<file path="config.mk">
export PLATFORM = sky130hd
export DESIGN_NAME = instrument_bus_pass_through
export DESIGN_NICKNAME = d
export VERILOG_FILES = /design/src/core/bridge_pkg.sv /design/src/core/graphics_engine.sv /design/src/core/instrument_bus_pass_through.sv
export SDC_FILE = /design/constraint.sdc
export NUM_CORES = 1
export LEC_CHECK = 0
export BUFFER_PORTS_ARGS = -buffer_cell sky130_fd_sc_hd__buf_4
export CORE_MARGIN = 3
export CORE_UTILIZATION = 39
export CTS_BUF_LIST = sky130_fd_sc_hd__clkbuf_8
export DETAILED_ROUTE_END_ITERATION = 6
export PLACE_DENSITY = 0.62
export REMOVE_ABC_BUFFERS = 1
export SYNTH_ARGS = -nofsm -noshare
export SYNTH_HDL_FRONTEND = slang
export SYNTH_SLANG_ARGS = --single-unit
export TNS_END_PERCENT = 1
</file>
<file path="constraint.sdc">
create_clock -name clk -period 9.65 [get_ports clk]
set_input_delay 0 -clock clk [delete_from_list [all_inputs] [get_ports clk]]
set_output_delay 0 -clock clk [all_outputs]
set_load 0.02 [all_outputs]
</file>
<file path="src/core/bridge_pkg.sv">
// constants for the instrument bus pass-through bridge
package bridge_pkg;
	localparam logic [4:0] default_forward_primary = 5'h11; // primary 17
	localparam logic [2:0] default_select_code = 3'h7;
	localparam logic [4:0] graphics_target = 5'h1F; // 31
	localparam logic [12:0] x_max = 13'h1501; // 5377
	localparam logic [12:0] y_max = 13'h0FFF; // 4095
	localparam logic [12:0] cell_w = 13'h0040; // 64
	localparam logic [12:0] cell_h = 13'h0080; // 128
	localparam logic [12:0] glyph_w = 13'h0030; // 48
	localparam logic [12:0] glyph_h = 13'h0040; // 64
	localparam logic [7:0] etx_char = 8'h03;
	localparam logic [7:0] ch_comma = 8'h2C;
	localparam logic [7:0] ch_minus = 8'h2D;
	localparam logic [7:0] ch_semi = 8'h3B;
	localparam logic [7:0] ch_space = 8'h20;
	localparam logic [7:0] ch_lf = 8'h0A;
	localparam logic [7:0] ch_zero = 8'h30;
	localparam logic [7:0] ch_nine = 8'h39;
	// secondary bus control command kinds
	localparam logic [1:0] sec_cmd_none = 2'h0;
	localparam logic [1:0] sec_cmd_local = 2'h1;
	localparam logic [1:0] sec_cmd_remote = 2'h2;
endpackage : bridge_pkg

</file>
<file path="src/core/graphics_engine.sv">
// user-display graphics instruction interpreter
`timescale 1ns/1ps
module graphics_engine (
	// clock and reset
	input wire logic clk,
	input wire logic nrst,
	// instruction byte stream
	input wire logic in_valid,
	input wire logic [7:0] in_data,
	// vector output
	output logic vec_valid,
	output logic vec_visible,
	output logic [12:0] vec_x0,
	output logic [12:0] vec_y0,
	output logic [12:0] vec_x1,
	output logic [12:0] vec_y1,
	// character output
	output logic char_valid,
	output logic [7:0] char_code,
	output logic [12:0] char_x,
	output logic [12:0] char_y,
	// screen clear
	output logic clear_screen,
	// pen state
	output logic pen_down,
	output logic relative_mode
);
	typedef enum logic [3:0] {
		g_cmd1 = 4'b0001,
		g_cmd2 = 4'b0010,
		g_args = 4'b0100,
		g_label = 4'b1000
	} gstate_t;
	gstate_t state;
	logic [7:0] first;
	logic [13:0] num;
	logic neg;
	logic have_digit;
	logic have_x;
	logic [13:0] px;
	logic [12:0] cur_x;
	logic [12:0] cur_y;
	logic [12:0] lab_x;
	logic is_digit;
	logic [13:0] signed_num;
	logic [13:0] tx;
	logic [13:0] ty;
	logic [12:0] nx;
	logic [12:0] ny;
	logic [7:0] up;

	assign up = (in_data >= 8'h61 && in_data <= 8'h7A) ? (in_data - 8'h20) : in_data;
	assign is_digit = in_data >= bridge_pkg::ch_zero && in_data <= bridge_pkg::ch_nine;
	assign signed_num = neg ? (14'h0000 - num) : num;

	// target coordinates, clamped into the plotting space
	always_comb begin
		tx = relative_mode ? (px + {1'b0, cur_x}) : px;
		ty = relative_mode ? (signed_num + {1'b0, cur_y}) : signed_num;
		if (tx[13])
			nx = 13'h0000;
		else if (tx[12:0] > bridge_pkg::x_max)
			nx = bridge_pkg::x_max;
		else
			nx = tx[12:0];
		if (ty[13])
			ny = 13'h0000;
		else if (ty[12:0] > bridge_pkg::y_max)
			ny = bridge_pkg::y_max;
		else
			ny = ty[12:0];
	end

	// instruction parser
	always_ff @(posedge clk or negedge nrst) begin
		if (!nrst) begin
			state <= g_cmd1;
			first <= 8'h00;
			num <= 14'h0000;
			neg <= 1'b0;
			have_digit <= 1'b0;
			have_x <= 1'b0;
			px <= 14'h0000;
			cur_x <= 13'h0000;
			cur_y <= 13'h0000;
			lab_x <= 13'h0000;
			pen_down <= 1'b0;
			relative_mode <= 1'b0;
			vec_valid <= 1'b0;
			vec_visible <= 1'b0;
			vec_x0 <= 13'h0000;
			vec_y0 <= 13'h0000;
			vec_x1 <= 13'h0000;
			vec_y1 <= 13'h0000;
			char_valid <= 1'b0;
			char_code <= 8'h00;
			char_x <= 13'h0000;
			char_y <= 13'h0000;
			clear_screen <= 1'b0;
		end else begin
			vec_valid <= 1'b0;
			char_valid <= 1'b0;
			clear_screen <= 1'b0;
			if (in_valid) begin
				case (state)
					g_cmd1: begin
						if (up >= 8'h41 && up <= 8'h5A) begin
							first <= up;
							state <= g_cmd2;
						end
					end
					g_cmd2: begin
						state <= g_cmd1;
						num <= 14'h0000;
						neg <= 1'b0;
						have_digit <= 1'b0;
						have_x <= 1'b0;
						if (first == 8'h50 && up == 8'h41) begin
							relative_mode <= 1'b0;
							state <= g_args;
						end else if (first == 8'h50 && up == 8'h52) begin
							relative_mode <= 1'b1;
							state <= g_args;
						end else if (first == 8'h50 && up == 8'h55) begin
							pen_down <= 1'b0;
						end else if (first == 8'h50 && up == 8'h44) begin
							pen_down <= 1'b1;
						end else if (first == 8'h44 && up == 8'h46) begin
							pen_down <= 1'b0;
							relative_mode <= 1'b0;
						end else if (first == 8'h43 && up == 8'h53) begin
							clear_screen <= 1'b1;
						end else if (first == 8'h50 && up == 8'h47) begin
							clear_screen <= 1'b1;
						end else if (first == 8'h4C && up == 8'h42) begin
							lab_x <= cur_x;
							state <= g_label;
						end
					end
					g_args: begin
						if (is_digit) begin
							num <= 14'((num << 3) + (num << 1) + {6'h00, in_data - bridge_pkg::ch_zero});
							have_digit <= 1'b1;
						end else if (in_data == bridge_pkg::ch_minus) begin
							neg <= 1'b1;
						end else if (have_digit) begin
							num <= 14'h0000;
							neg <= 1'b0;
							have_digit <= 1'b0;
							if (!have_x) begin
								px <= signed_num;
								have_x <= 1'b1;
							end else begin
								// each x,y pair moves the pen in turn
								have_x <= 1'b0;
								vec_valid <= 1'b1;
								vec_visible <= pen_down;
								vec_x0 <= cur_x;
								vec_y0 <= cur_y;
								vec_x1 <= nx;
								vec_y1 <= ny;
								cur_x <= nx;
								cur_y <= ny;
							end
							if (in_data == bridge_pkg::ch_semi || up >= 8'h41 && up <= 8'h5A) begin
								state <= g_cmd1;
								if (up >= 8'h41 && up <= 8'h5A) begin
									first <= up;
									state <= g_cmd2;
								end
							end
						end else if (up >= 8'h41 && up <= 8'h5A) begin
							first <= up;
							state <= g_cmd2;
						end else if (in_data == bridge_pkg::ch_semi) begin
							state <= g_cmd1;
						end
					end
					g_label: begin
						if (in_data == bridge_pkg::etx_char) begin
							state <= g_cmd1;
						end else begin
							// one 64x128 cell per character
							char_valid <= 1'b1;
							char_code <= in_data;
							char_x <= cur_x;
							char_y <= cur_y;
							if (in_data == ch_lf_const()) begin
								cur_x <= lab_x;
								cur_y <= (cur_y >= bridge_pkg::cell_h) ? 13'(cur_y - bridge_pkg::cell_h) : 13'h0000;
							end else if (cur_x <= 13'(bridge_pkg::x_max - bridge_pkg::cell_w)) begin
								cur_x <= 13'(cur_x + bridge_pkg::cell_w);
							end
						end
					end
					default: state <= g_cmd1;
				endcase
			end
		end
	end

	function automatic logic [7:0] ch_lf_const();
		ch_lf_const = bridge_pkg::ch_lf;
	endfunction : ch_lf_const
endmodule : graphics_engine

</file>
<file path="src/core/instrument_bus_pass_through.sv">
// pass-through bridge between host bus and secondary bus
`timescale 1ns/1ps
module instrument_bus_pass_through (
	// clock and reset
	input wire logic clk,
	input wire logic nrst,
	// host bus addressing events (from host bus interface)
	input wire logic host_listen_own,
	input wire logic host_listen_forward,
	input wire logic host_talk_forward,
	input wire logic host_unaddress,
	// host data bytes to the bridge
	input wire logic host_in_valid,
	input wire logic [7:0] host_in_data,
	output logic host_in_ready,
	// host data bytes from the bridge
	output logic host_out_valid,
	output logic [7:0] host_out_data,
	output logic host_out_eoi,
	input wire logic host_out_ready,
	// local command decoder results
	input wire logic select_target_valid,
	input wire logic [4:0] select_forward_target,
	input wire logic set_forward_primary_valid,
	input wire logic [4:0] set_forward_primary,
	// own-address bytes to the local command processor
	output logic own_cmd_valid,
	output logic [7:0] own_cmd_data,
	// forwarding address currently in use
	output logic [2:0] forward_select_code,
	output logic [4:0] forward_primary,
	// secondary bus byte output
	output logic sec_tx_valid,
	output logic [7:0] sec_tx_data,
	output logic [4:0] sec_tx_listener,
	input wire logic sec_tx_ready,
	// secondary bus byte input from talker
	input wire logic sec_rx_valid,
	input wire logic [7:0] sec_rx_data,
	input wire logic sec_rx_eoi,
	output logic sec_rx_ready,
	// secondary bus control commands
	output logic [1:0] sec_cmd,
	input wire logic sec_cmd_done,
	output logic sec_own_control,
	// measurement hold request
	output logic meas_hold,
	// graphics memory writes
	output logic vec_valid,
	output logic vec_visible,
	output logic [12:0] vec_x0,
	output logic [12:0] vec_y0,
	output logic [12:0] vec_x1,
	output logic [12:0] vec_y1,
	output logic char_valid,
	output logic [7:0] char_code,
	output logic [12:0] char_x,
	output logic [12:0] char_y,
	output logic clear_screen,
	// graphics memory housekeeping
	input wire logic plot_whole_screen,
	input wire logic store_user_display,
	input wire logic load_user_display,
	output logic user_plot_include,
	output logic user_store_req,
	output logic user_load_req
);
	typedef enum logic [3:0] {
		st_own = 4'b0001,
		st_go_local = 4'b0010,
		st_forward = 4'b0100,
		st_go_remote = 4'b1000
	} mode_t;
	mode_t mode;
	logic [4:0] target;
	logic lis_own_s1, lis_own_s2, lis_fwd_s1, lis_fwd_s2, tlk_fwd_s1, tlk_fwd_s2, unadr_s1, unadr_s2;
	logic talking;
	logic to_graphics;
	logic gfx_valid;

	// addressing strobes arrive from the host bus domain
	always_ff @(posedge clk or negedge nrst) begin
		if (!nrst) begin
			lis_own_s1 <= 1'b0;
			lis_own_s2 <= 1'b0;
			lis_fwd_s1 <= 1'b0;
			lis_fwd_s2 <= 1'b0;
			tlk_fwd_s1 <= 1'b0;
			tlk_fwd_s2 <= 1'b0;
			unadr_s1 <= 1'b0;
			unadr_s2 <= 1'b0;
		end else begin
			lis_own_s1 <= host_listen_own;
			lis_own_s2 <= lis_own_s1;
			lis_fwd_s1 <= host_listen_forward;
			lis_fwd_s2 <= lis_fwd_s1;
			tlk_fwd_s1 <= host_talk_forward;
			tlk_fwd_s2 <= tlk_fwd_s1;
			unadr_s1 <= host_unaddress;
			unadr_s2 <= unadr_s1;
		end
	end

	// forwarding address and target selection
	always_ff @(posedge clk or negedge nrst) begin
		if (!nrst) begin
			target <= bridge_pkg::default_forward_primary;
			forward_primary <= bridge_pkg::default_forward_primary;
		end else begin
			if (select_target_valid)
				target <= select_forward_target;
			if (set_forward_primary_valid)
				forward_primary <= set_forward_primary;
		end
	end
	assign forward_select_code = bridge_pkg::default_select_code;
	assign to_graphics = target == bridge_pkg::graphics_target;

	// ownership of the secondary bus
	always_ff @(posedge clk or negedge nrst) begin
		if (!nrst) begin
			mode <= st_own;
			talking <= 1'b0;
		end else begin
			if (unadr_s2)
				talking <= 1'b0;
			else if (tlk_fwd_s2)
				talking <= 1'b1;
			else if (lis_own_s2 || lis_fwd_s2)
				talking <= 1'b0;
			case (mode)
				st_own: begin
					if (lis_fwd_s2 || tlk_fwd_s2)
						mode <= st_go_local;
				end
				st_go_local: begin
					if (sec_cmd_done)
						mode <= st_forward;
				end
				st_forward: begin
					if (lis_own_s2)
						mode <= st_go_remote;
				end
				st_go_remote: begin
					if (sec_cmd_done)
						mode <= st_own;
				end
				default: mode <= st_own;
			endcase
		end
	end

	assign sec_cmd = (mode == st_go_local) ? bridge_pkg::sec_cmd_local :
		(mode == st_go_remote) ? bridge_pkg::sec_cmd_remote : bridge_pkg::sec_cmd_none;
	assign sec_own_control = mode == st_own;
	assign meas_hold = mode != st_own;

	// which path accepts host bytes; the mode admits own traffic or forward traffic, never both at once
	always_comb begin
		if (mode == st_own)
			host_in_ready = 1'b1;
		else if (mode == st_forward)
			host_in_ready = to_graphics ? 1'b1 : (!talking && sec_tx_ready);
		else
			host_in_ready = 1'b0;
	end

	// own-address bytes pass to the local command processor
	always_ff @(posedge clk or negedge nrst) begin
		if (!nrst) begin
			own_cmd_valid <= 1'b0;
			own_cmd_data <= 8'h00;
		end else begin
			own_cmd_valid <= host_in_valid && mode == st_own;
			if (host_in_valid && mode == st_own)
				own_cmd_data <= host_in_data;
		end
	end

	// forwarded bytes relayed to the target, unchanged and in order
	assign sec_tx_valid = host_in_valid && mode == st_forward && !to_graphics && !talking;
	assign sec_tx_data = host_in_data;
	assign sec_tx_listener = target;
	// only data bytes pass; host bus commands and handshakes never cross
	assign gfx_valid = host_in_valid && mode == st_forward && to_graphics;

	// read-back path from the talking target
	assign sec_rx_ready = mode == st_forward && talking && !to_graphics && host_out_ready;
	assign host_out_valid = sec_rx_valid && sec_rx_ready;
	assign host_out_data = sec_rx_data;
	assign host_out_eoi = sec_rx_eoi;

	graphics_engine u_graphics (
		.clk(clk),
		.nrst(nrst),
		.in_valid(gfx_valid),
		.in_data(host_in_data),
		.vec_valid(vec_valid),
		.vec_visible(vec_visible),
		.vec_x0(vec_x0),
		.vec_y0(vec_y0),
		.vec_x1(vec_x1),
		.vec_y1(vec_y1),
		.char_valid(char_valid),
		.char_code(char_code),
		.char_x(char_x),
		.char_y(char_y),
		.clear_screen(clear_screen),
		.pen_down(),
		.relative_mode()
	);

	// graphics memory joins plots, disc store and reload
	always_ff @(posedge clk or negedge nrst) begin
		if (!nrst) begin
			user_plot_include <= 1'b0;
			user_store_req <= 1'b0;
			user_load_req <= 1'b0;
		end else begin
			user_plot_include <= plot_whole_screen;
			user_store_req <= store_user_display;
			user_load_req <= load_user_display;
		end
	end
endmodule : instrument_bus_pass_through

</file>
After elaboration in Yosys (flattened, before gate mapping)
Cells that the tools add are included.
- register bits after elaboration: 209
- word-level logic and storage cells: 265
- input port bits: 43
- output and inout port bits: 140
- bitwise logic cells: 11
- reductions and logical operators: 47
- $add $sub $neg: 9
- equality and inequality tests: 46
- muxes and demuxes: 102
- $lt $le $gt $ge: 10
- operator list (kind ; number):
    13-bit 2-to-1 mux ; 18
    8-bit by 7-bit == test with 1-bit output (second input constant) ; 12
    14-bit 2-to-1 mux ; 6
    4-bit 2-to-1 mux ; 20
    13-bit one-hot mux with 2 select lines ; 2
    8-bit 2-to-1 mux ; 6
    1-bit 2-to-1 mux ; 40
    4-bit one-hot mux with 4 select lines ; 2
    14-bit by 13-bit adder with 14-bit output ; 2
    14-bit one-hot mux with 2 select lines ; 1
    1-bit logical AND ; 21
    5-bit AND reduction ; 4
    8-bit by 6-bit == test with 1-bit output (second input constant) ; 2
    8-bit by 7-bit greater-or-equal comparator with 1-bit output (second input constant) ; 2
    8-bit by 7-bit <= comparator with 1-bit output (second input constant) ; 2
    8-bit one-hot mux with 2 select lines ; 1
    8-bit AND reduction ; 2
    8-bit by 6-bit subtractor with 8-bit output (second input constant) ; 2
    3-bit by 1-bit != test with 1-bit output (second input constant) ; 5
    14-bit adder ; 1
    14-bit by 8-bit adder with 14-bit output ; 1
    1-bit by 14-bit subtractor with 14-bit output (first input constant) ; 1
    13-bit by 7-bit adder with 13-bit output (second input constant) ; 1
    13-bit by 8-bit greater-or-equal comparator with 1-bit output (second input constant) ; 1
    other kinds (30) ; 70

Logic depth before layout (Yosys ltp)
Gate-level depths: netlist of the first run.
- depth in word-level cells: 14
- depth in mapped cells: 17
- mapped depth without buffers: 16

Cells and area by module
From an unflattened synthesis of the first run, not the netlist that was laid out.
- cells, all modules: 1295
- area, all modules: 12015.3 µm²
- by module, submodules not included (module ; instances ; seq. area each (µm²) ; area an instance (µm²) ; cells an instance):
    graphics_engine ; 1 ; 4355.4 ; 10506.3 ; 1181
    instrument_bus_pass_through ; 1 ; 882.1 ; 1508.9 ; 114

Least setup slack after synthesis of the first run
Ideal clock, no wire load.
- kind: flip-flop to flip-flop
- start: register u_graphics.num[4]
- end: register u_graphics.cur_y[10]
- buffers on the path: 1
- data required time: 9.516 ns
- arrival time: 3.393 ns
- slack: 6.123 ns
- clock period less this slack: 3.527 ns
- library setup time: 0.134 ns
- cell stages (with the launch flop): 17
- path through: dfrtp_1 -> nor4_1 -> nand2_1 -> o31ai_1 -> xor2_1 -> inv_1 -> ha_1 -> a21o_1 -> a21oi_1 -> nor2b_1 -> a31oi_1 -> a31oi_1 -> o21ai_0 -> xor2_1 -> or3_1 -> clkbuf_1 -> o21ai_0
- cells in the longest elaborated chain, start to end: 12
- RTL lines (item ; RTL line ; RTL):
    start: declaration ; graphics_engine.sv:36 ; logic [13:0] num;
    start signal: assignment ; graphics_engine.sv:142 ; num <= 14'((num << 3) + (num << 1) + {6'h00, in_data - bridge_pkg::ch_zero});
    1-bit by 14-bit subtractor with 14-bit output * ; graphics_engine.sv:54 ; assign signed_num = neg ? (14'h0000 - num) : num;
    14-bit 2-to-1 mux * ; graphics_engine.sv:54 ;
    named net u_graphics.signed_num[9] ; graphics_engine.sv:45 ; logic [13:0] signed_num;
    14-bit by 13-bit adder with 14-bit output ; graphics_engine.sv:59 ; ty = relative_mode ? (signed_num + {1'b0, cur_y}) : signed_num;
    14-bit 2-to-1 mux * ; graphics_engine.sv:59 ;
    13-bit by 12-bit greater-than comparator with 1-bit output ; graphics_engine.sv:68 ; else if (ty[12:0] > bridge_pkg::y_max)
    13-bit 2-to-1 mux ; graphics_engine.sv:68 ;
    13-bit 2-to-1 mux * ; graphics_engine.sv:66 ; if (ty[13])
    13-bit 2-to-1 mux * ; graphics_engine.sv:150 ; if (!have_x) begin
    13-bit 2-to-1 mux * ; graphics_engine.sv:146 ; end else if (have_digit) begin
    13-bit 2-to-1 mux * ; graphics_engine.sv:144 ; end else if (in_data == bridge_pkg::ch_minus) begin
    13-bit 2-to-1 mux * ; graphics_engine.sv:141 ; if (is_digit) begin
    13-bit one-hot mux with 2 select lines * ; graphics_engine.sv:105 ; case (state)
    end signal: assignment ; graphics_engine.sv:163 ; cur_y <= ny;
    end signal: assignment ; graphics_engine.sv:190 ; cur_y <= (cur_y >= bridge_pkg::cell_h) ? 13'(cur_y - bridge_pkg::cell_h) : 13'h0000;
    end: declaration ; graphics_engine.sv:42 ; logic [12:0] cur_y;
The timed path passes the listed nets; every way through them passes the cells marked *. The select of a mux whose other input is x is not followed.
A chain may end at the register's enable or synchronous reset.

Final worst setup path of the first run
- start: register u_graphics.num[4]
- end: register u_graphics.cur_y[6]
The elaborated chain is that of the path after synthesis.

==> results of run 1 <==
==> routing by layer <==
metal / GRT usage [%] / part of all wire, % / up-vias
met4: 4.92 / 2.1 / 0
met1: 25.9 / 47 / 4633
met2: 29.4 / 45 / 282
met3: 3.72 / 5.5 / 53
li1: - / - / 4643
met5: 0 / 0 / -
==> area by class of cell <==
| cell class | instances | area (um2) | area share, % |
|---|---|---|---|
| clock buffer | 50 | 688 | 4.77 |
| clock inverter | 17 | 151 | 1.05 |
| inverter | 59 | 221 | 1.54 |
| multi-input combinational | 871 | 5960 | 41.4 |
| sequential | 209 | 5240 | 36.3 |
| tap | 390 | 488 | 3.39 |
| timing repair buffer | 208 | 1660 | 11.5 |
==> power by group through the flow <==
stage          clock [W]  sequential [W]  combinational [W]
2_1_floorplan          0        0.000976          0.0000943
6_report        0.000922        0.000936           0.000254
4_1_cts         0.000951        0.000935           0.000257
3_5_place_dp           0        0.000950           0.000241
5_1_grt         0.000991        0.000940           0.000277
3_3_place_gp           0        0.000949           0.000239
==> cell usage in the layout (no fill, tap or decap), types with 9 or more instances in the layout <==
cell	instances
dfrtp_1	203
nand2_1	169
buf_4	169
nor2_1	85
inv_1	68
o21ai_0	63
mux2_2	61
a21oi_1	56
ha_1	54
clkbuf_8	50
dlygate4sd3_1	38
nand3_1	26
xnor2_1	26
o31ai_1	22
nor3_1	22
a211oi_1	18
a31oi_1	14
xor2_1	13
nand3b_1	12
and3_1	12
o21ai_1	12
nor2b_1	12
a22o_1	12
mux2_4	10
nand4_1	9
o211ai_1	9
a21o_1	9
o21a_1	9
==> cells by family after synthesis <==
group / Yosys count
DFF: 209
and+or+nand+nor: 409
xor gates and xnor gates: 40
muxes: 76
buffers and inverters: 133
AOI/OAI and AO/OA: 281
other: 1
adders and majority gates: 62
==> per-stage QoR <==
step,instances,total power (W),hold WS [ns],cell area [um2]
2_1_floorplan,1139,0.00107,-0.296,11400
3_3_place_gp,1699,0.00119,0.000235,13200
3_5_place_dp,1699,0.00119,0.000235,13200
4_1_cts,1804,0.00214,0.000235,14400
5_1_grt,1804,0.00221,0.000137,14400
6_report,1804,0.00211,0.000153,14400
==> registers in the layout (all words and copies together) (netlist names), 4 cells and up <==
register / count
u_graphics.cur_y: 13
u_graphics.state: 4
u_graphics.vec_x0: 13
mode: 4
u_graphics.char_code: 8
sec_tx_listener: 5
u_graphics.first: 8
u_graphics.lab_x: 13
u_graphics.num: 14
u_graphics.vec_y0: 13
u_graphics.cur_x: 13
u_graphics.char_y: 13
u_graphics.char_x: 13
u_graphics.vec_x1: 13
forward_primary: 5
u_graphics.px: 14
own_cmd_data: 8
u_graphics.vec_y1: 13
==> worst max path at each step <==
stage / to / slack, ns / depth (start not counted)
after CTS: u_graphics.cur_y[6]$_DFFE_PN0P_ / 4.96 / 15
after floorplan: u_graphics.vec_x1[0]$_DFFE_PN0P_ / 5.58 / 6
after global placement: u_graphics.cur_y[10]$_DFFE_PN0P_ / 5.14 / 15
final: u_graphics.cur_y[6]$_DFFE_PN0P_ / 4.96 / 15
after detailed placement: u_graphics.cur_y[6]$_DFFE_PN0P_ / 4.98 / 15
after global routing: u_graphics.cur_y[6]$_DFFE_PN0P_ / 4.51 / 15
==> critical path: stages, from the launching register on <==
cell and delay, ns:
dfrtp_1 0.43, nor4_1 0.45, nand2_1 0.18, o31ai_1 0.26
xor2_1 0.27, inv_1 0.09, ha_1 0.39, a21o_1 0.21
a21oi_1 0.18, nor2b_1 0.07, a31oi_1 0.18, a31oi_1 0.11
o21ai_0 0.20, xor2_1 0.89, or3_1 0.49, o21ai_0 0.16
==> metrics.yaml, run 1 <==
outcome:
  status: "complete, no violations"
cts:
  cts_setup_buffers: 0
  clk_latency_ns: 0.54
  clkTransAtPathRegs_ns: 0.06
  cts_resized: 0
  clock_path_buffers: 3
  ctsHoldBuffers: 38
  cts-root-buf: "clkbuf_8"
  h-tree-depth: 2
  numCtsBuffers: 39
  cts_tree: "done"
  cts.sinks: 209
setup_path:
  worst-r2r-setup-slack_ns: 4.96
  worst_r2r_startpoint: "u_graphics.num[4]$_DFFE_PN0P_"
  crit_fanout: 13
  crit_path_start_kind: "flip-flop"
  worst-setup-path-type: "flip-flop to flip-flop"
  critPathCaptureType: "flip-flop"
  r2r_cells: 15
  cp.required_ns: 10.04
  reg2reg_to: "u_graphics.cur_y[6]$_DFFE_PN0P_"
  arrival_ns: 5.08
  crit_start: "u_graphics.num[4]$_DFFE_PN0P_"
yosys:
  synth_area_um2: 11800
  synthSimpleGateAreaFrac_pct: 16.6
  yosysTopAreaCell: "dfrtp_1"
  synth_common_cells: "203 x dfrtp_1, 169 x nand2_1, 86 x nor2_1"
  ys_types: 85
  yosysSeqAreaShare_pct: 44.4
  yosysWarnings: 0
  synthAdderAreaFrac_pct: 7.09
  synthFlopType: "dfrtp_1"
  ys_async_sr_fraction_pct: 100
  synth-xor-area-share_pct: 3.04
  yosysTopAreaCellShare_pct: 43.1
  synth-edff-count: 0
  syn_inst: 1211
  muxShareOfSynthArea_pct: 7.54
  yosys-top-cells-area: "dfrtp_1 43%, mux2_2 5.8%, ha_1 5.7%"
  synth-compound-area-share_pct: 16.1
  synth_top_family_by_area: "simple AND/OR/NAND/NOR gates"
  syn_area_per_cell_um2: 9.73
  yosys_register_bits: 209
  synth_most_common_cell: "dfrtp_1"
place:
  post-place-ws_ns: 4.98
  place_congestion: 0.899
  portBuffers: 161
  dp.final_hpwl_um: 21600
detailed_routing:
  drt_iter0_markers: 500
  vias_per_cell: 5.33
  vias: 9611
  ant_nets: 0
  drc: 0
  routedWlPerCell_um: 16.9
  firstDrtPassIters: 5
  drt-total-wl_um: 30500
power_and_ir_drop:
  clkPwrFrac_pct: 43.7
  p_per_area_nw_per_um2: 146
  leakage_nw: 7.10
  p_comb_share_pct: 12.0
  pwr-share-seq_pct: 44.3
  ir_worst_vdd_mv: 0.111
  p_sw_share_pct: 25.8
  power_switching_w: 0.000544
  power.internal_w: 0.00157
sta:
  fin_ws_ns: 4.96
  hold_violations: 0
  fin_crit_sh_pct: 48.6
  fmax_mhz: 213
  finClkSkew_ns: 0.0311
  setup_viol: 0
  relSlewSlack_pct: 25.4
  slew_viol_final: 0
  timing.setup.tns_ns: 0
  period_needed_ns: 4.69
  worstMarginPinSlew_ns: 1.12
  rsz0062_at_grt: "no"
floorplanning:
  start_util_pct: 39.7
  row_count: 63
  design.die.area_um2: 32300
  num_io_pins: 183
  fp.dieW_um: 180
  fp.dieH_um: 180
  core-area_um2: 29700
worst_hold_path:
  hp-class: "input port to primary output"
  whs_path_depth: 0
  hold_start: "sec_rx_data[0]"
  hold_path_end: "host_out_data[0]"
global_route:
  grt_usage_pct: 18.5
  overflow: 0
  grt_max_degree: 101
  grt_pass1_wl_um: 50200
  antenna_found_initial: 0
  grt_pass1_vias: 9512
finish:
  n_antenna_cell: 0
  nets: 1493
  syn_to_final_growth_pct: 22.3
  drive_above_1_share_pct: 23.4
  nFillCells: 2725
  finish.utilization_pct: 48.5
flow_run:
  maxCapViolCount: 0
Power figures use the tool's default switching activity.
==> run 2: changes to the inputs <==
PLACE_DENSITY = 0.65   (was 0.62)
clock period = 4.1 ns   (was 9.65 ns; I/O delays follow)
==> metrics.yaml, run 2 (synthesized netlist as in run 1, its figures left out) <==
detailed_routing:
  firstDrtPassIters: 5
  vias_per_cell: 5.31
  ant_nets: 0
  routedWlPerCell_um: 16.9
  drt-total-wl_um: 30900
  drt_iter0_markers: 485
  drc: 0
  vias: 9709
finish:
  seqCellArea_um2: 5240
  drive_above_1_share_pct: 24.9
  final_common_cell: "dfrtp_1"
  multiInputGateArea_um2: 5980
  nets: 1516
  final_cell_mix: "203 x dfrtp_1, 190 x buf_4, 169 x nand2_1"
  n_antenna_cell: 0
  syn_to_final_growth_pct: 23.8
  top_regs: "u_graphics.num: 14 flops, u_graphics.px: 14 flops"
  nFillCells: 2729
sta:
  hold_violations: 0
  fin_ws_ns: 0.451
  rsz0062_at_grt: "no"
  relSlewSlack_pct: 24.0
  worstMarginPinSlew_ns: 1.13
  finClkSkew_ns: 0.0157
  period_needed_ns: 3.65
  setup_viol: 0
  holdWs_ns: 0.000153
  fmax_mhz: 274
  fin_crit_sh_pct: 89.0
  slew_viol_final: 0
floorplanning:
  start_util_pct: 39.7
  row_count: 63
  design.die.area_um2: 32300
  num_io_pins: 183
  fp.dieH_um: 180
  core-area_um2: 29700
  fp.dieW_um: 180
global_route:
  grt_pass1_wl_um: 51300
  antenna_found_initial: 0
  grt_pass1_vias: 9756
  overflow: 0
  grt_max_degree: 137
  grt_usage_pct: 18.9
setup_path:
  crit_fanout: 12
  r2r_cells: 16
  reg2reg_to: "u_graphics.vec_y1[3]$_DFFE_PN0P_"
  critPathCaptureType: "flip-flop"
  arrival_ns: 4.07
  worst_r2r_startpoint: "u_graphics.num[6]$_DFFE_PN0P_"
  worst-setup-path-type: "flip-flop to flip-flop"
  cp.required_ns: 4.52
  worstSetupEndpoint: "u_graphics.vec_y1[3]$_DFFE_PN0P_"
  worst-r2r-setup-slack_ns: 0.45
  crit_path_start_kind: "flip-flop"
  crit_start: "u_graphics.num[6]$_DFFE_PN0P_"
cts:
  cts_tree: "done"
  cts.sinks: 209
  clk_latency_ns: 0.53
  cts-root-buf: "clkbuf_8"
  numCtsBuffers: 39
  clkTransAtPathRegs_ns: 0.06
  h-tree-depth: 2
  clock_path_buffers: 3
power_and_ir_drop:
  ir_worst_vdd_mv: 0.320
  p_per_area_nw_per_um2: 336
  leakage_nw: 7.20
  power.total_w: 0.00490
place:
  dp.final_hpwl_um: 22100
  portBuffers: 161
  post-place-ws_ns: -0.00910
  place_congestion: 0.891
flow_run:
  maxCapViolCount: 0
worst_hold_path:
  whs_path_depth: 0
  hp-class: "input port to primary output"
outcome:
  status: "complete, no violations"
## run 2: per-stage QoR
step / utilization (%) / cell area (um2) / cells / setup TNS, ns
after floorplan: - / 11400 / 1139 / 0
final: 49.1 / 14600 / 1827 / 0
after global routing: 49.1 / 14600 / 1827 / 0
after global placement: 45.1 / 13400 / 1722 / 0
after detailed placement: 45.1 / 13400 / 1722 / -0.00910
after CTS: 49.1 / 14600 / 1827 / 0
## run 2: report_power, final
part           leakage, nW  internal, W  total [W]  switching, W
clock network        0.447      0.00121    0.00210      0.000891
logic                 3.91     0.000259   0.000598      0.000339
registers             2.84      0.00215    0.00221     0.0000540
## run 2: how the worst min path moves through the flow
stage                   start                        endpoint  slack, ns
2_1_floorplan            nrst  forward_primary[1]$_DFFE_PN0P_      -0.30
3_3_place_gp   sec_rx_data[0]                host_out_data[0]     0.0002
3_5_place_dp   sec_rx_data[0]                host_out_data[0]     0.0002
4_1_cts        sec_rx_data[0]                host_out_data[0]     0.0002
5_1_grt        sec_rx_data[1]                host_out_data[1]     0.0001
6_report       sec_rx_data[0]                host_out_data[0]     0.0002
## run 2: what timing repair did
action | CTS | global route
resized for setup | 1 | 3
buffers inserted | 0 | 0
pin swaps | 0 | 0
hold buffers | 38 | 0
endpoints found under the hold margin | 179 | 0
setup endpoints to repair | 1 | 11
## run 2: critical path: stages, from the launching register on
cell and delay, ns:
dfrtp_1 0.42, nor4_1 0.25, buf_4 0.17, nand2_1 0.06, o31ai_1 0.28, xor2_1 0.23, inv_1 0.07, ha_1 0.31
a21o_1 0.18, a21oi_1 0.18, nor2b_1 0.07, a31oi_1 0.17, nor3b_1 0.26, xnor2_1 0.14, a21oi_4 0.39, a211oi_1 0.12
o31ai_1 0.24
## run 2: final cells by class
class / instances / share of cell area, %
timing repair buffer: 231 / 12.8
inverter: 59 / 1.52
sequential: 209 / 35.9
tap: 390 / 3.34
multi-input combinational: 871 / 41.0
clock buffer: 46 / 4.34
clock inverter: 21 / 1.20
## run 2: routing by layer
metal	vias up	global-route usage, %	wire length (um)
li1	4690	-	-
met1	4686	26.5	14500
met2	291	29.8	13900
met3	42	4.41	1950
met4	0	4.70	533
met5	-	0	0
